`config.mk`:
```
export PLATFORM = sky130hd
export DESIGN_NAME = timer_pwm_channel
export DESIGN_NICKNAME = d
export VERILOG_FILES = /design/src/logic/timer_pwm_pkg.sv /design/src/logic/trig_detect.sv /design/src/logic/timer_pwm_channel.sv
export VERILOG_INCLUDE_DIRS = /design/src /design/src/logic
export SDC_FILE = /design/constraint.sdc
export NUM_CORES = 1
export LEC_CHECK = 0
export BUFFER_PORTS_ARGS = -buffer_cell sky130_fd_sc_hd__buf_2
export CELL_PAD_IN_SITES_DETAIL_PLACEMENT = 0
export CELL_PAD_IN_SITES_GLOBAL_PLACEMENT = 2
export CORE_MARGIN = 5
export CORE_UTILIZATION = 41
export CTS_BUF_LIST = sky130_fd_sc_hd__clkbuf_4 sky130_fd_sc_hd__clkbuf_8
export DETAILED_ROUTE_END_ITERATION = 10
export GPL_ROUTABILITY_DRIVEN = 1
export GPL_TIMING_DRIVEN = 0
export HOLD_SLACK_MARGIN = 0.08
export PLACE_DENSITY = 0.94
export SLEW_MARGIN = 10
export SYNTH_ARGS = -nofsm -noshare
export SYNTH_HDL_FRONTEND = slang
export SYNTH_SLANG_ARGS = --single-unit
```
`constraint.sdc`:
```
create_clock -name mclk -period 3.8 [get_ports mclk]
set_input_delay 0.57 -clock mclk [delete_from_list [all_inputs] [get_ports mclk]]
set_output_delay 0.57 -clock mclk [all_outputs]
set_load 0.02 [all_outputs]
```
`src/logic/timer_pwm_consts.svh`:
```
`ifndef TIMER_PWM_CONSTS_SVH
`define TIMER_PWM_CONSTS_SVH
// Register byte offsets
`define OFS_CTRL       8'h00
`define OFS_TRIG       8'h04
`define OFS_PERIOD     8'h08
`define OFS_PERIOD_BUF 8'h0c
`define OFS_CC         8'h10
`define OFS_CC_BUF     8'h14
`define OFS_COUNT      8'h18
`define OFS_STATUS     8'h1c
`define OFS_MASK       8'h20
// Control register fields
`define CTRL_EN        0
`define CTRL_MODE_LO   1
`define CTRL_MODE_HI   3
`define CTRL_DIR_LO    4
`define CTRL_DIR_HI    5
`define CTRL_PSC_LO    6
`define CTRL_PSC_HI    8
`define CTRL_EXTCNT    9
`define CTRL_KILL_P    10
`define CTRL_KILL_N    11
`define CTRL_SWAP      12
`define CTRL_DT_LO     16
`define CTRL_DT_HI     23
// Status and mask bits
`define ST_TC          0
`define ST_CC          1
// Reset values
`define RST_CTRL       32'h0000_0000
`define RST_TRIG       32'h0000_0000
`define RST_PERIOD     32'hffff_ffff
`endif

```
`src/logic/timer_pwm_pkg.sv`:
```
package timer_pwm_pkg;
  // Operating modes, one-hot
  typedef enum logic [5:0] {
    MODE_CMP  = 6'h01,
    MODE_CAP  = 6'h02,
    MODE_QUAD = 6'h04,
    MODE_PWM  = 6'h08,
    MODE_PRS  = 6'h10,
    MODE_DT   = 6'h20
  } mode_t;
  // Counting direction field
  typedef enum logic [1:0] {
    DIR_UP   = 2'h0,
    DIR_DOWN = 2'h1,
    DIR_UPDN = 2'h2
  } dir_t;
  // Trigger sensitivity field
  typedef enum logic [1:0] {
    TRG_RISE  = 2'h0,
    TRG_FALL  = 2'h1,
    TRG_BOTH  = 2'h2,
    TRG_LEVEL = 2'h3
  } trig_t;
endpackage

```
`src/logic/trig_detect.sv`:
```
`timescale 1ns/1ps
`default_nettype none
module trig_detect (
  input  wire logic                  mclk,  // Peripheral clock
  input  wire logic                  rst_n, // Async reset, active low
  input  wire logic                  pin,   // Raw trigger from outside logic
  input  wire timer_pwm_pkg::trig_t  cfg,   // Sensitivity
  output logic                       hit,   // Trigger active this cycle
  output logic                       lvl    // Synchronised level
);
  logic [2:0] sh;      // sync1, sync2, previous
  logic [2:0] next_sh; // Next shift state

  // Shift the pin through two stages, then keep one more for edges
  always_comb begin
    next_sh = {sh[1:0], pin};
  end

  always_ff @(posedge mclk or negedge rst_n) begin
    if (!rst_n) begin
      sh <= 3'h0;
    end else begin
      sh <= next_sh;
    end
  end

  assign lvl = sh[1];

  // Only stages two and three are looked at, never the first
  always_comb begin
    case (cfg)
      timer_pwm_pkg::TRG_RISE:  hit = sh[1] & ~sh[2];
      timer_pwm_pkg::TRG_FALL:  hit = ~sh[1] & sh[2];
      timer_pwm_pkg::TRG_BOTH:  hit = sh[1] ^ sh[2];
      default:                  hit = sh[1];
    endcase
  end
endmodule
`default_nettype wire

```
`src/logic/timer_pwm_channel.sv`:
```
// Function
// Modes: compare, capture, quadrature, PWM, pseudo-random, dead-time
// Count up, down, or up/down
// Prescaler divides by powers of two, 1..128
// Period and compare/capture are double buffered
// Pulse outputs on underflow, overflow, match
// Terminal count interrupt, on wrap
// Capture/compare interrupt on capture or match
// Start, reload, stop, count, capture triggers
// Triggers act on rise, fall, both, level
// Kill input forces outputs to set state
// Counter width is a 16/32 parameter
//
// The register addresses and the plain strobed port were chosen for this implementation.
`timescale 1ns/1ps
`default_nettype none
`include "timer_pwm_consts.svh"
module timer_pwm_channel #(
  parameter int CW = 32                   // Counter width, 16 or 32
) (
  input  wire logic        mclk,          // Peripheral clock, 20 MHz
  input  wire logic        rst_n,         // Async reset, active low
  input  wire logic [7:0]  addr,          // Register byte address
  input  wire logic [31:0] wdata,         // Write data
  input  wire logic        wr,            // Write strobe
  input  wire logic        rd,            // Read strobe
  output logic      [31:0] rdata,         // Read data, cycle after rd
  input  wire logic [4:0]  trig_in,       // start, reload, stop, count, capture
  input  wire logic        kill,          // Force outputs
  output logic             pwm_out,       // Line output
  output logic             pwm_out_n,     // Complementary line output
  output logic             ovf,           // Overflow pulse
  output logic             unf,           // Underflow pulse
  output logic             cc_evt,        // Capture/compare pulse
  output logic             irq            // Level interrupt
);
  localparam int T_START = 0;
  localparam int T_RELOAD = 1;
  localparam int T_STOP = 2;
  localparam int T_COUNT = 3;
  localparam int T_CAP = 4;

  logic [31:0]           ctrl;       // Control
  logic [31:0]           trig_cfg;   // Trigger sensitivities
  logic [CW-1:0]         period;     // Active period
  logic [CW-1:0]         period_buf; // Buffered period
  logic [CW-1:0]         cc;         // Active compare / captured value
  logic [CW-1:0]         cc_buf;     // Buffered compare / older capture
  logic [CW-1:0]         cnt;        // Counter
  logic [1:0]            status;     // Sticky events
  logic [1:0]            mask;       // Interrupt mask
  logic                  running;    // Counter running
  logic                  going_dn;   // Up/down phase
  logic [6:0]            psc;        // Prescaler
  logic [7:0]            dt_cnt;     // Dead-time countdown
  logic                  raw_q;      // Previous raw line
  logic [1:0]            kill_sync;  // Kill synchroniser
  logic [4:0]            hit;        // Trigger hits
  logic [4:0]            lvl;        // Trigger levels
  logic                  qa_q;       // Previous quadrature phase A
  timer_pwm_pkg::mode_t  mode;       // Decoded mode
  timer_pwm_pkg::dir_t   dir;        // Decoded direction
  logic                  tick;       // Counting step this cycle
  logic                  tc;         // Terminal count this cycle
  logic                  match;      // Compare match this cycle
  logic                  cap;        // Capture this cycle
  logic                  raw;        // Unshaped modulation line

  logic [31:0]   next_ctrl, next_trig_cfg, next_rdata;
  logic [CW-1:0] next_period, next_period_buf, next_cc, next_cc_buf, next_cnt;
  logic [1:0]    next_status, next_mask, next_kill_sync;
  logic          next_running, next_going_dn, next_raw_q, next_qa_q;
  logic          next_pwm_out, next_pwm_out_n, next_ovf, next_unf, next_cc_evt;
  logic [6:0]    next_psc;
  logic [7:0]    next_dt_cnt;

  // Zero-extends a counter-width value to the bus
  function automatic logic [31:0] ext(input logic [CW-1:0] v);
    logic [31:0] r;
    r = 32'h0;
    r[CW-1:0] = v;
    return r;
  endfunction

  // Mode field to one-hot state; unused codes fall back to compare
  function automatic timer_pwm_pkg::mode_t dec_mode(input logic [2:0] f);
    case (f)
      3'h1:    return timer_pwm_pkg::MODE_CAP;
      3'h2:    return timer_pwm_pkg::MODE_QUAD;
      3'h3:    return timer_pwm_pkg::MODE_PWM;
      3'h4:    return timer_pwm_pkg::MODE_PRS;
      3'h5:    return timer_pwm_pkg::MODE_DT;
      default: return timer_pwm_pkg::MODE_CMP;
    endcase
  endfunction

  // One trigger detector per trigger input
  genvar gi;
  generate
    for (gi = 0; gi < 5; gi++) begin : g_trig
      trig_detect u_trig (
        .mclk  (mclk),
        .rst_n (rst_n),
        .pin   (trig_in[gi]),
        .cfg   (timer_pwm_pkg::trig_t'(trig_cfg[2*gi+1 -: 2])),
        .hit   (hit[gi]),
        .lvl   (lvl[gi])
      );
    end
  endgenerate

  // Decode and event terms shared by both groups
  always_comb begin
    mode  = dec_mode(ctrl[`CTRL_MODE_HI:`CTRL_MODE_LO]);
    dir   = timer_pwm_pkg::dir_t'(ctrl[`CTRL_DIR_HI:`CTRL_DIR_LO]);
    // Prescale ratio 2^p: step when the low p bits are all ones
    tick  = 1'b0;
    if (mode == timer_pwm_pkg::MODE_QUAD) begin
      tick = lvl[T_COUNT] & ~qa_q;
    end else if (ctrl[`CTRL_EXTCNT]) begin
      tick = hit[T_COUNT];
    end else begin
      tick = &(psc | ~(7'((8'h1 << ctrl[`CTRL_PSC_HI:`CTRL_PSC_LO]) - 8'h1)));
    end
    tick  = tick & running & ctrl[`CTRL_EN];
    tc    = tick && ((dir == timer_pwm_pkg::DIR_UP && cnt == period) ||
                     (dir != timer_pwm_pkg::DIR_UP && cnt == '0));
    cap   = hit[T_CAP] && mode == timer_pwm_pkg::MODE_CAP;
    match = tick && mode != timer_pwm_pkg::MODE_CAP && cnt == cc;
    raw   = cnt < cc;
  end

  // Counter, prescaler, buffers, modulation lines
  always_comb begin
    next_psc       = psc + 7'h1;
    next_cnt       = cnt;
    next_running   = running;
    next_going_dn  = going_dn;
    next_period    = period;
    next_cc        = cc;
    next_cc_buf    = cc_buf;
    next_ovf       = 1'b0;
    next_unf       = 1'b0;
    next_cc_evt    = cap | match;
    next_qa_q      = lvl[T_COUNT];
    next_raw_q     = raw;
    next_dt_cnt    = (raw != raw_q) ? ctrl[`CTRL_DT_HI:`CTRL_DT_LO] :
                     (dt_cnt != 8'h0) ? dt_cnt - 8'h1 : 8'h0;
    // Software writes to active or buffered values
    if (wr && addr == `OFS_PERIOD)     next_period = wdata[CW-1:0];
    if (wr && addr == `OFS_CC)         next_cc = wdata[CW-1:0];
    if (wr && addr == `OFS_CC_BUF)     next_cc_buf = wdata[CW-1:0];
    // Start and stop; stop wins when both arrive together
    if (hit[T_START])                  next_running = 1'b1;
    if (hit[T_STOP])                   next_running = 1'b0;
    if (tick) begin
      if (mode == timer_pwm_pkg::MODE_QUAD) begin
        // Phase B level picks direction on each phase A rise
        next_cnt = lvl[T_CAP] ? cnt - CW'(1) : cnt + CW'(1);
      end else if (mode == timer_pwm_pkg::MODE_PRS) begin
        next_cnt = {cnt[CW-2:0], ~(cnt[CW-1] ^ cnt[CW-2] ^ cnt[0])};
      end else begin
        case (dir)
          timer_pwm_pkg::DIR_UP: begin
            next_cnt = (cnt == period) ? '0 : cnt + CW'(1);
            next_ovf = (cnt == period);
          end
          timer_pwm_pkg::DIR_DOWN: begin
            next_cnt = (cnt == '0) ? period : cnt - CW'(1);
            next_unf = (cnt == '0);
          end
          default: begin
            // Turn around at the period and at zero
            if (!going_dn && cnt == period) begin
              next_going_dn = 1'b1;
              next_cnt      = cnt - CW'(1);
              next_ovf      = 1'b1;
            end else if (going_dn && cnt == '0) begin
              next_going_dn = 1'b0;
              next_cnt      = cnt + CW'(1);
              next_unf      = 1'b1;
            end else begin
              next_cnt = going_dn ? cnt - CW'(1) : cnt + CW'(1);
            end
          end
        endcase
      end
    end
    // Buffered values only take effect at a wrap, so a cycle is never torn
    if (tc && ctrl[`CTRL_SWAP]) begin
      next_period = period_buf;
      if (mode != timer_pwm_pkg::MODE_CAP) next_cc = cc_buf;
    end
    if (cap) begin
      next_cc_buf = cc;
      next_cc     = cnt;
    end
    if (hit[T_RELOAD]) begin
      next_running  = 1'b1;
      next_going_dn = 1'b0;
      next_cnt      = (dir == timer_pwm_pkg::DIR_DOWN) ? period : '0;
    end
    // Line shaping; dead time delays each rising side
    case (mode)
      timer_pwm_pkg::MODE_DT: begin
        next_pwm_out   = raw & (dt_cnt == 8'h0) & (raw == raw_q);
        next_pwm_out_n = ~raw & (dt_cnt == 8'h0) & (raw == raw_q);
      end
      timer_pwm_pkg::MODE_PWM, timer_pwm_pkg::MODE_PRS: begin
        next_pwm_out   = raw;
        next_pwm_out_n = ~raw;
      end
      default: begin
        next_pwm_out   = 1'b0;
        next_pwm_out_n = 1'b1;
      end
    endcase
    if (kill_sync[1]) begin
      next_pwm_out   = ctrl[`CTRL_KILL_P];
      next_pwm_out_n = ctrl[`CTRL_KILL_N];
    end
    next_kill_sync = {kill_sync[0], kill};
  end

  always_ff @(posedge mclk or negedge rst_n) begin
    if (!rst_n) begin
      psc <= 7'h0;            cnt <= '0;            running <= 1'b0;
      going_dn <= 1'b0;       period <= CW'(`RST_PERIOD); cc <= '0;
      cc_buf <= '0;           ovf <= 1'b0;          unf <= 1'b0;
      cc_evt <= 1'b0;         qa_q <= 1'b0;         raw_q <= 1'b0;
      dt_cnt <= 8'h0;         pwm_out <= 1'b0;      pwm_out_n <= 1'b0;
      kill_sync <= 2'h0;
    end else begin
      psc <= next_psc;        cnt <= next_cnt;      running <= next_running;
      going_dn <= next_going_dn; period <= next_period; cc <= next_cc;
      cc_buf <= next_cc_buf;  ovf <= next_ovf;      unf <= next_unf;
      cc_evt <= next_cc_evt;  qa_q <= next_qa_q;    raw_q <= next_raw_q;
      dt_cnt <= next_dt_cnt;  pwm_out <= next_pwm_out; pwm_out_n <= next_pwm_out_n;
      kill_sync <= next_kill_sync;
    end
  end

  // Register writes, sticky status and read mux
  always_comb begin
    next_ctrl       = ctrl;
    next_trig_cfg   = trig_cfg;
    next_period_buf = period_buf;
    next_mask       = mask;
    next_status     = status;
    if (wr) begin
      case (addr)
        `OFS_CTRL:       next_ctrl = wdata;
        `OFS_TRIG:       next_trig_cfg = {22'h0, wdata[9:0]};
        `OFS_PERIOD_BUF: next_period_buf = wdata[CW-1:0];
        `OFS_MASK:       next_mask = wdata[1:0];
        `OFS_STATUS:     next_status = status & ~wdata[1:0];
        default:         next_mask = mask;
      endcase
    end
    // A new event beats a clear in the same cycle
    if (tc)            next_status[`ST_TC] = 1'b1;
    if (cap | match)   next_status[`ST_CC] = 1'b1;
    case (addr)
      `OFS_CTRL:       next_rdata = ctrl;
      `OFS_TRIG:       next_rdata = trig_cfg;
      `OFS_PERIOD:     next_rdata = ext(period);
      `OFS_PERIOD_BUF: next_rdata = ext(period_buf);
      `OFS_CC:         next_rdata = ext(cc);
      `OFS_CC_BUF:     next_rdata = ext(cc_buf);
      `OFS_COUNT:      next_rdata = ext(cnt);
      `OFS_STATUS:     next_rdata = {30'h0, status};
      `OFS_MASK:       next_rdata = {30'h0, mask};
      default:         next_rdata = 32'h0;
    endcase
    if (!rd) next_rdata = 32'h0;
  end

  always_ff @(posedge mclk or negedge rst_n) begin
    if (!rst_n) begin
      ctrl <= `RST_CTRL;   trig_cfg <= `RST_TRIG; period_buf <= CW'(`RST_PERIOD);
      mask <= 2'h0;        status <= 2'h0;        rdata <= 32'h0;
    end else begin
      ctrl <= next_ctrl;   trig_cfg <= next_trig_cfg; period_buf <= next_period_buf;
      mask <= next_mask;   status <= next_status; rdata <= next_rdata;
    end
  end

  assign irq = |(status & mask);
endmodule
`default_nettype wire

```
# [After elaboration in Yosys (flattened, before gate mapping)]
# Index checks and enable logic that the tools add are counted.
# Widths: inputs -> output; s select.
[classes] add_sub_neg=5 order_cmp=1 eq_ne=37 n_shift=1 muxes=61 bitwise_logic=43 reduce_logical=45
[op_table] cell="$mux 32" n=20
[op_table] cell="$pmux 32 s9" n=1
[op_table] cell="$eq 32x32->1" n=2
[op_table] cell="$pmux 32 s2" n=1
[op_table] cell="$add 32x1->32 const B" n=1
[op_table] cell="$eq 8x5->1 const B" n=4
[op_table] cell="$logic_not 32->1" n=1
[op_table] cell="$lt 32x32->1" n=1
[op_table] cell="$sub 32x1->32 const B" n=1
[op_table] cell="$pmux 6 s5" n=1
[op_table] cell="$mux 1" n=25
[op_table] cell="$and 1x1->1" n=17
[op_table] cell="$eq 8x4->1 const B" n=2
[op_table] cell="$logic_not 8->1" n=2
[op_table] cell="$mux 8" n=2
[op_table] cell="$reduce_bool 2->1" n=8
[op_table] cell="$pmux 1 s3" n=5
[op_table] cell="$not 1->1" n=13
[op_table] cell="$eq 2x1->1 const B" n=6
[op_table] cell="$logic_and 1x1->1" n=12
[op_table] cell="$logic_not 2->1" n=6
[op_table] cell="$reduce_and 2->1" n=6
[op_table] cell="$eq 2x2->1 const B" n=5
[op_table] cell="$eq 8x3->1 const B" n=1
[op_table] cell="other kinds (32)" n=50
[word_totals] ff_bits=279 output_inout_bits=38

# [Logic depth before layout (Yosys ltp)]
[logic_depth] word_depth=14 depth_mapped=14 depth_no_buf=10

# [By module]
# A second synthesis with hierarchy kept.
[hier_totals] cells_unflattened=1859 hier_area_um2=17665.7
[by_module_without_submodules] module="timer_pwm_channel" n_inst=1 cells_per_inst=1814 area_each_um2=16996.3 seq_area_each_um2=6686.4
[by_module_without_submodules] module="trig_detect" n_inst=5 cells_per_inst=9 area_each_um2=133.9 seq_area_each_um2=75.1

# [Least setup slack after synthesis]
# OpenSTA, ideal clock, no wires.
[synth_timing] path_type="reg2reg" startpoint="register cnt[0]" endpoint="register cnt[17]" setup_ns=0.135 arrival_time_ns=2.930 required_ns=3.665 setup_slack_ns=0.734 stages_incl_launch_ff=13 path_buffers=3 period_less_slack_ns=3.066 path_cell_list="dfrtp_1 -> clkbuf_1 -> inv_1 -> ha_1 -> or4b_1 -> buf_2 -> nor3b_2 -> nand4_1 -> a32oi_2 -> buf_4 -> nor2_1 -> a2111oi_0 -> o22ai_1"
[synth_between] elab_chain_cells=9
[synth_rtl] element="start: declaration" line="timer_pwm_channel.sv:49" source="logic [CW-1:0] cnt;"
[synth_rtl] element="start signal: assignment" line="timer_pwm_channel.sv:234" source="psc <= next_psc; cnt <= next_cnt; running <= next_running;"
[synth_rtl] element="$add 32x1->32, or another cell as far along"
[synth_rtl] element="$mux 32 / $logic_and 1x1->1 (equally long branches)" line="timer_pwm_channel.sv:183, timer_pwm_channel.sv:178"
[synth_rtl] element="$mux 32" line="timer_pwm_channel.sv:178" source="end else if (going_dn && cnt == '0) begin"
[synth_rtl] element="$mux 32" line="timer_pwm_channel.sv:174" source="if (!going_dn && cnt == period) begin"
[synth_rtl] element="$pmux 32 s2" line="timer_pwm_channel.sv:163" source="case (dir)"
[synth_rtl] element="$mux 32" line="timer_pwm_channel.sv:160" source="end else if (mode == timer_pwm_pkg::MODE_PRS) begin"
[synth_rtl] element="$mux 32 *" line="timer_pwm_channel.sv:157" source="if (mode == timer_pwm_pkg::MODE_QUAD) begin"
[synth_rtl] element="$mux 32 *" line="timer_pwm_channel.sv:156" source="if (tick) begin"
[synth_rtl] element="$mux 32 *" line="timer_pwm_channel.sv:198" source="if (hit[T_RELOAD]) begin"
# Every way passes the cells marked *; elsewhere a longest branch is shown, timed or not. The select of a mux whose other input is x is not followed.
# A chain may end at the register's enable or synchronous reset.

# [Final worst setup path]
[layout_timing] startpoint="register ctrl[2]" endpoint="register cnt[25]"
[layout_between] elab_chain_cells=7
[layout_rtl] element="start: declaration" line="timer_pwm_channel.sv:43" source="logic [31:0] ctrl;"
[layout_rtl] element="start signal: assignment" line="timer_pwm_channel.sv:280" source="ctrl <= `RST_CTRL; trig_cfg <= `RST_TRIG; period_buf <= CW'(`RST_PERIOD);"
[layout_rtl] element="start signal: assignment" line="timer_pwm_channel.sv:283" source="ctrl <= next_ctrl; trig_cfg <= next_trig_cfg; period_buf <= next_period_buf;"
[layout_rtl] element="$eq 3x3->1, or another cell as far along" line="timer_pwm_channel.sv:87" source="case (f)"
[layout_rtl] element="$pmux 6 s5 *" line="timer_pwm_channel.sv:87"
[layout_rtl] element="$eq 6x5->1 / $eq 6x3->1 (equally long branches)" line="timer_pwm_channel.sv:160, timer_pwm_channel.sv:118, timer_pwm_channel.sv:157"
[layout_rtl] element="$mux 32 / $mux 1 (equally long branches)" line="timer_pwm_channel.sv:160, timer_pwm_channel.sv:118"
[layout_rtl] element="$mux 32 / $and 1x1->1 (equally long branches)" line="timer_pwm_channel.sv:157, timer_pwm_channel.sv:125"
[layout_rtl] element="$mux 32 / $and 1x1->1 (equally long branches)" line="timer_pwm_channel.sv:156, timer_pwm_channel.sv:125"
[layout_rtl] element="$mux 32 / $reduce_bool 2->1 (equally long branches)"
# Marks and branches as above.

==> results.py <==
metrics = {
    "status": {
        "outcome": "completed",
    },
    "floorplan": {
        "die_area_um2": 47400,
        "die_w_um": 218,
        "dieHeight_um": 218,
        "ioPinCount": 88,
        "start_util_pct": 41.2,
        "rows": 76,
        "core_um2": 42900,
    },
    "finish": {
        "nNetsFinal": 2146,
        "final_common_cell": "dfrtp_1",
        "area_growth_pct": 15.4,
        "antenna_cells": 0,
        "final_cell_count_no_fill": 2672,
        "final_cell_mix": "dfrtp_1, nand2_1, mux2i_1",
        "drive_above_1_share_pct": 21.2,
    },
    "power": {
        "ir_drop_uv": 309,
        "p_leak_uw": 0.00879,
        "pwr_density_cell_nw_per_um2": 453,
    },
    "drt": {
        "first_iter_violations": 2342,
        "post_drt_wl_per_cell_um": 28.8,
        "viasPerCell": 6.43,
        "postRouteAntennaNets": 0,
        "drtPass1Iterations": 8,
        "drc": 0,
        "routed_wl_um": 76900,
        "vias": 17200,
    },
    "logic_synthesis": {
        "yosysSeqAreaShare_pct": 39.8,
        "synth_ff_type": "dfrtp_1",
        "synth_area_um2": 17700,
        "synth_edf_count": 0,
        "syn_nets": 1989,
        "netlist_instances": 1888,
        "synth-seq-cells": 278,
        "syn_area_per_cell_um2": 9.37,
        "yosysWarnings": 0,
        "async_flop_share_pct": 100,
        "yosysUniqueCellTypes": 85,
    },
    "job": {
        "maxCapViolations": 0,
    },
    "place": {
        "portBuffers": 86,
        "dp_cells": 2563,
        "place.gp.congestion": 1.04,
        "dp_hpwl_um": 55900,
    },
    "timing": {
        "worst_slew_pin_slew_ps": 1080,
        "slew-limit-headroom_pct": 27.5,
        "tns_ps": 0,
        "max_freq_mhz": 266,
        "holdWs_ps": 213,
        "hold_viol": 0,
        "period_needed_ps": 3760,
        "drv_slew": 0,
        "finClkSkew_ps": 41.3,
        "setup_violations": 0,
        "timing.final.crit_share_pct": 99.0,
    },
    "setup_path": {
        "cp-start-kind": "flip-flop",
        "max_stage_delay_ps": 830,
        "cp_max_fo": 10,
        "critical_path.endpoint": "cnt[25]",
        "cp_slowest_cell": "clkbuf_1",
        "endpoint_kind": "flip-flop",
        "ff2ff_path_depth": 10,
        "reg2reg_slack_ps": 40,
        "critPathRequiredTime_ps": 4390,
        "r2r-end": "cnt[25]",
        "r2r_start": "ctrl[2]",
        "critPathLaunch": "ctrl[2]",
        "path_class": "flip-flop to flip-flop",
        "worstPathArrival_ps": 4350,
        "crit_chain": "inv_1 -> ha_1 -> nor2_1 -> and3_2 -> clkbuf_1 -> clkbuf_1 -> a21oi_1 -> o31ai_1 -> o21ai_0 -> a21oi_1",
    },
    "grt": {
        "antenna_found_initial": 0,
        "grt.overflow.total": 0,
        "grt_start_max_net_pins": 101,
        "track_usage_pct": 31.7,
        "grt_pass1_vias": 17000,
        "grt_pass1_wl_um": 112000,
    },
    "clocking": {
        "cts.path.max_buffers": 3,
        "cts.htree.levels": 2,
        "clock_latency_ps": 670,
        "cts_sinks": 278,
        "path_clk_slew_ps": 60,
        "root_buffer": "clkbuf_8",
        "cts_buffers": 50,
        "tritoncts": "built",
    },
    "min_path": {
        "hp-class": "input port to flip-flop",
    },
}
-- worst min-delay path by stage --
| stage | startpoint | endpoint | slack [ps] | depth (start not counted) |
|---|---|---|---|---|
| floorplan | rst_n | cc[0] | 270 | 0 |
| global placement | g_trig[3].u_trig.sh[0] | g_trig[3].u_trig.sh[1] | 330 | 0 |
| detailed placement | g_trig[3].u_trig.sh[0] | g_trig[3].u_trig.sh[1] | 340 | 0 |
| CTS | wdata[30] | ctrl[30] | 190 | 2 |
| global route | wdata[30] | period_buf[30] | 220 | 2 |
| finish | wdata[30] | ctrl[30] | 210 | 2 |
-- flip-flops by register name, indices dropped and copies added (netlist names), 2 cells and up --
signal,count
period_buf,32
status,2
kill_sync,2
psc,7
period,32
ctrl,32
g_trig.u_trig.sh,14
cc,32
cnt,32
cc_buf,32
rdata,32
dt_cnt,8
mask,2
trig_cfg,10
-- cell usage after synthesis, types with 8 or more instances --
master / instances / area, µm²
o22ai_1: 20 / 125
buf_2: 22 / 110
or4_1: 9 / 67.6
a21o_1: 17 / 128
dfrtp_1: 214 / 5360
o31ai_1: 9 / 67.6
clkbuf_1: 121 / 454
nand4_1: 38 / 238
buf_1: 12 / 45.0
nand2_1: 169 / 634
a31oi_1: 36 / 225
xnor2_1: 73 / 639
dfstp_2: 64 / 1680
or3_1: 13 / 81.3
ha_1: 51 / 638
mux2i_1: 124 / 1240
nand3_1: 32 / 160
nor2b_1: 8 / 50.1
a222oi_1: 14 / 140
o21ai_0: 120 / 601
xor2_1: 20 / 175
a21oi_1: 114 / 571
and3_1: 16 / 100
a22o_1: 28 / 245
o221ai_1: 18 / 158
inv_1: 66 / 248
a221oi_1: 10 / 87.6
mux2_2: 86 / 968
nor2_1: 115 / 432
a22oi_1: 76 / 571
o211ai_1: 12 / 90.1
nor3_1: 26 / 130
nor4_1: 15 / 93.8
-- area by class of cell --
class,count,area [µm²]
Tap cell,585,732
Clock buffer,79,950
Clock inverter,15,173
Multi-Input combinational cell,1385,9880
Inverter,67,254
Sequential cell,278,7040
Fill cell,4117,22500
Timing Repair Buffer,108,708
Buffer,155,684
-- power breakdown --
part	switching (µW)	internal, µW	leakage [µW]
Clock	1410	1800	0.000598
Combinational	1380	859	0.00479
Sequential	439	3350	0.00340
Total	3240	6010	0.00879
-- logic make-up (layout without fill, tap and decap cells) --
group	Yosys count	in the layout	synth area share, %
multiplexers	216	216	13.3
AO/OA/AOI/OAI	540	540	20.3
flip-flops	278	278	39.8
AND/OR/NAND/NOR	485	485	13.5
XOR/XNOR	93	93	4.60
buffers and inverters	225	424	4.98
adder cells (fa/ha/maj)	51	51	3.61
-- metal layers --
layer / up-vias / track usage, % / share of wire (%)
met3: 279 / 7.51 / 10
met1: 8494 / 41.4 / 39
met5: - / 0 / 0
li1: 7307 / - / -
met2: 1107 / 48.7 / 44
met4: 0 / 17.5 / 6.4
-- through the flow --
stage	setup slack, ps	util [%]	cell area, µm²	power (µW)
after floorplan	734	-	17700	5130
after global placement	-3120	44.0	18900	5880
after detailed placement	-1070	44.2	19000	5960
after CTS	27.8	47.3	20300	9190
after global routing	-20.1	47.6	20400	9650
final	36.6	47.6	20400	9250
-- critical path: cells and delay by family (launching register included) --
kind / cells / cell delay (ps)
adder cells (fa/ha/maj): 1 / 350
AND/OR/NAND/NOR: 2 / 700
AO/OA/AOI/OAI: 4 / 510
flip-flops: 1 / 490
buffers and inverters: 3 / 1640
-- what timing repair did --
item                                   in CTS  in global routing
setup buffers                               7                  4
endpoints found under the hold margin      40                  0
hold buffers                                7                  0
setup endpoints to repair                 142                131
resized for setup                          39                 34
pin swaps                                   3                  4
gates cloned                                0                  0
(Power assumes the default switching activity.)
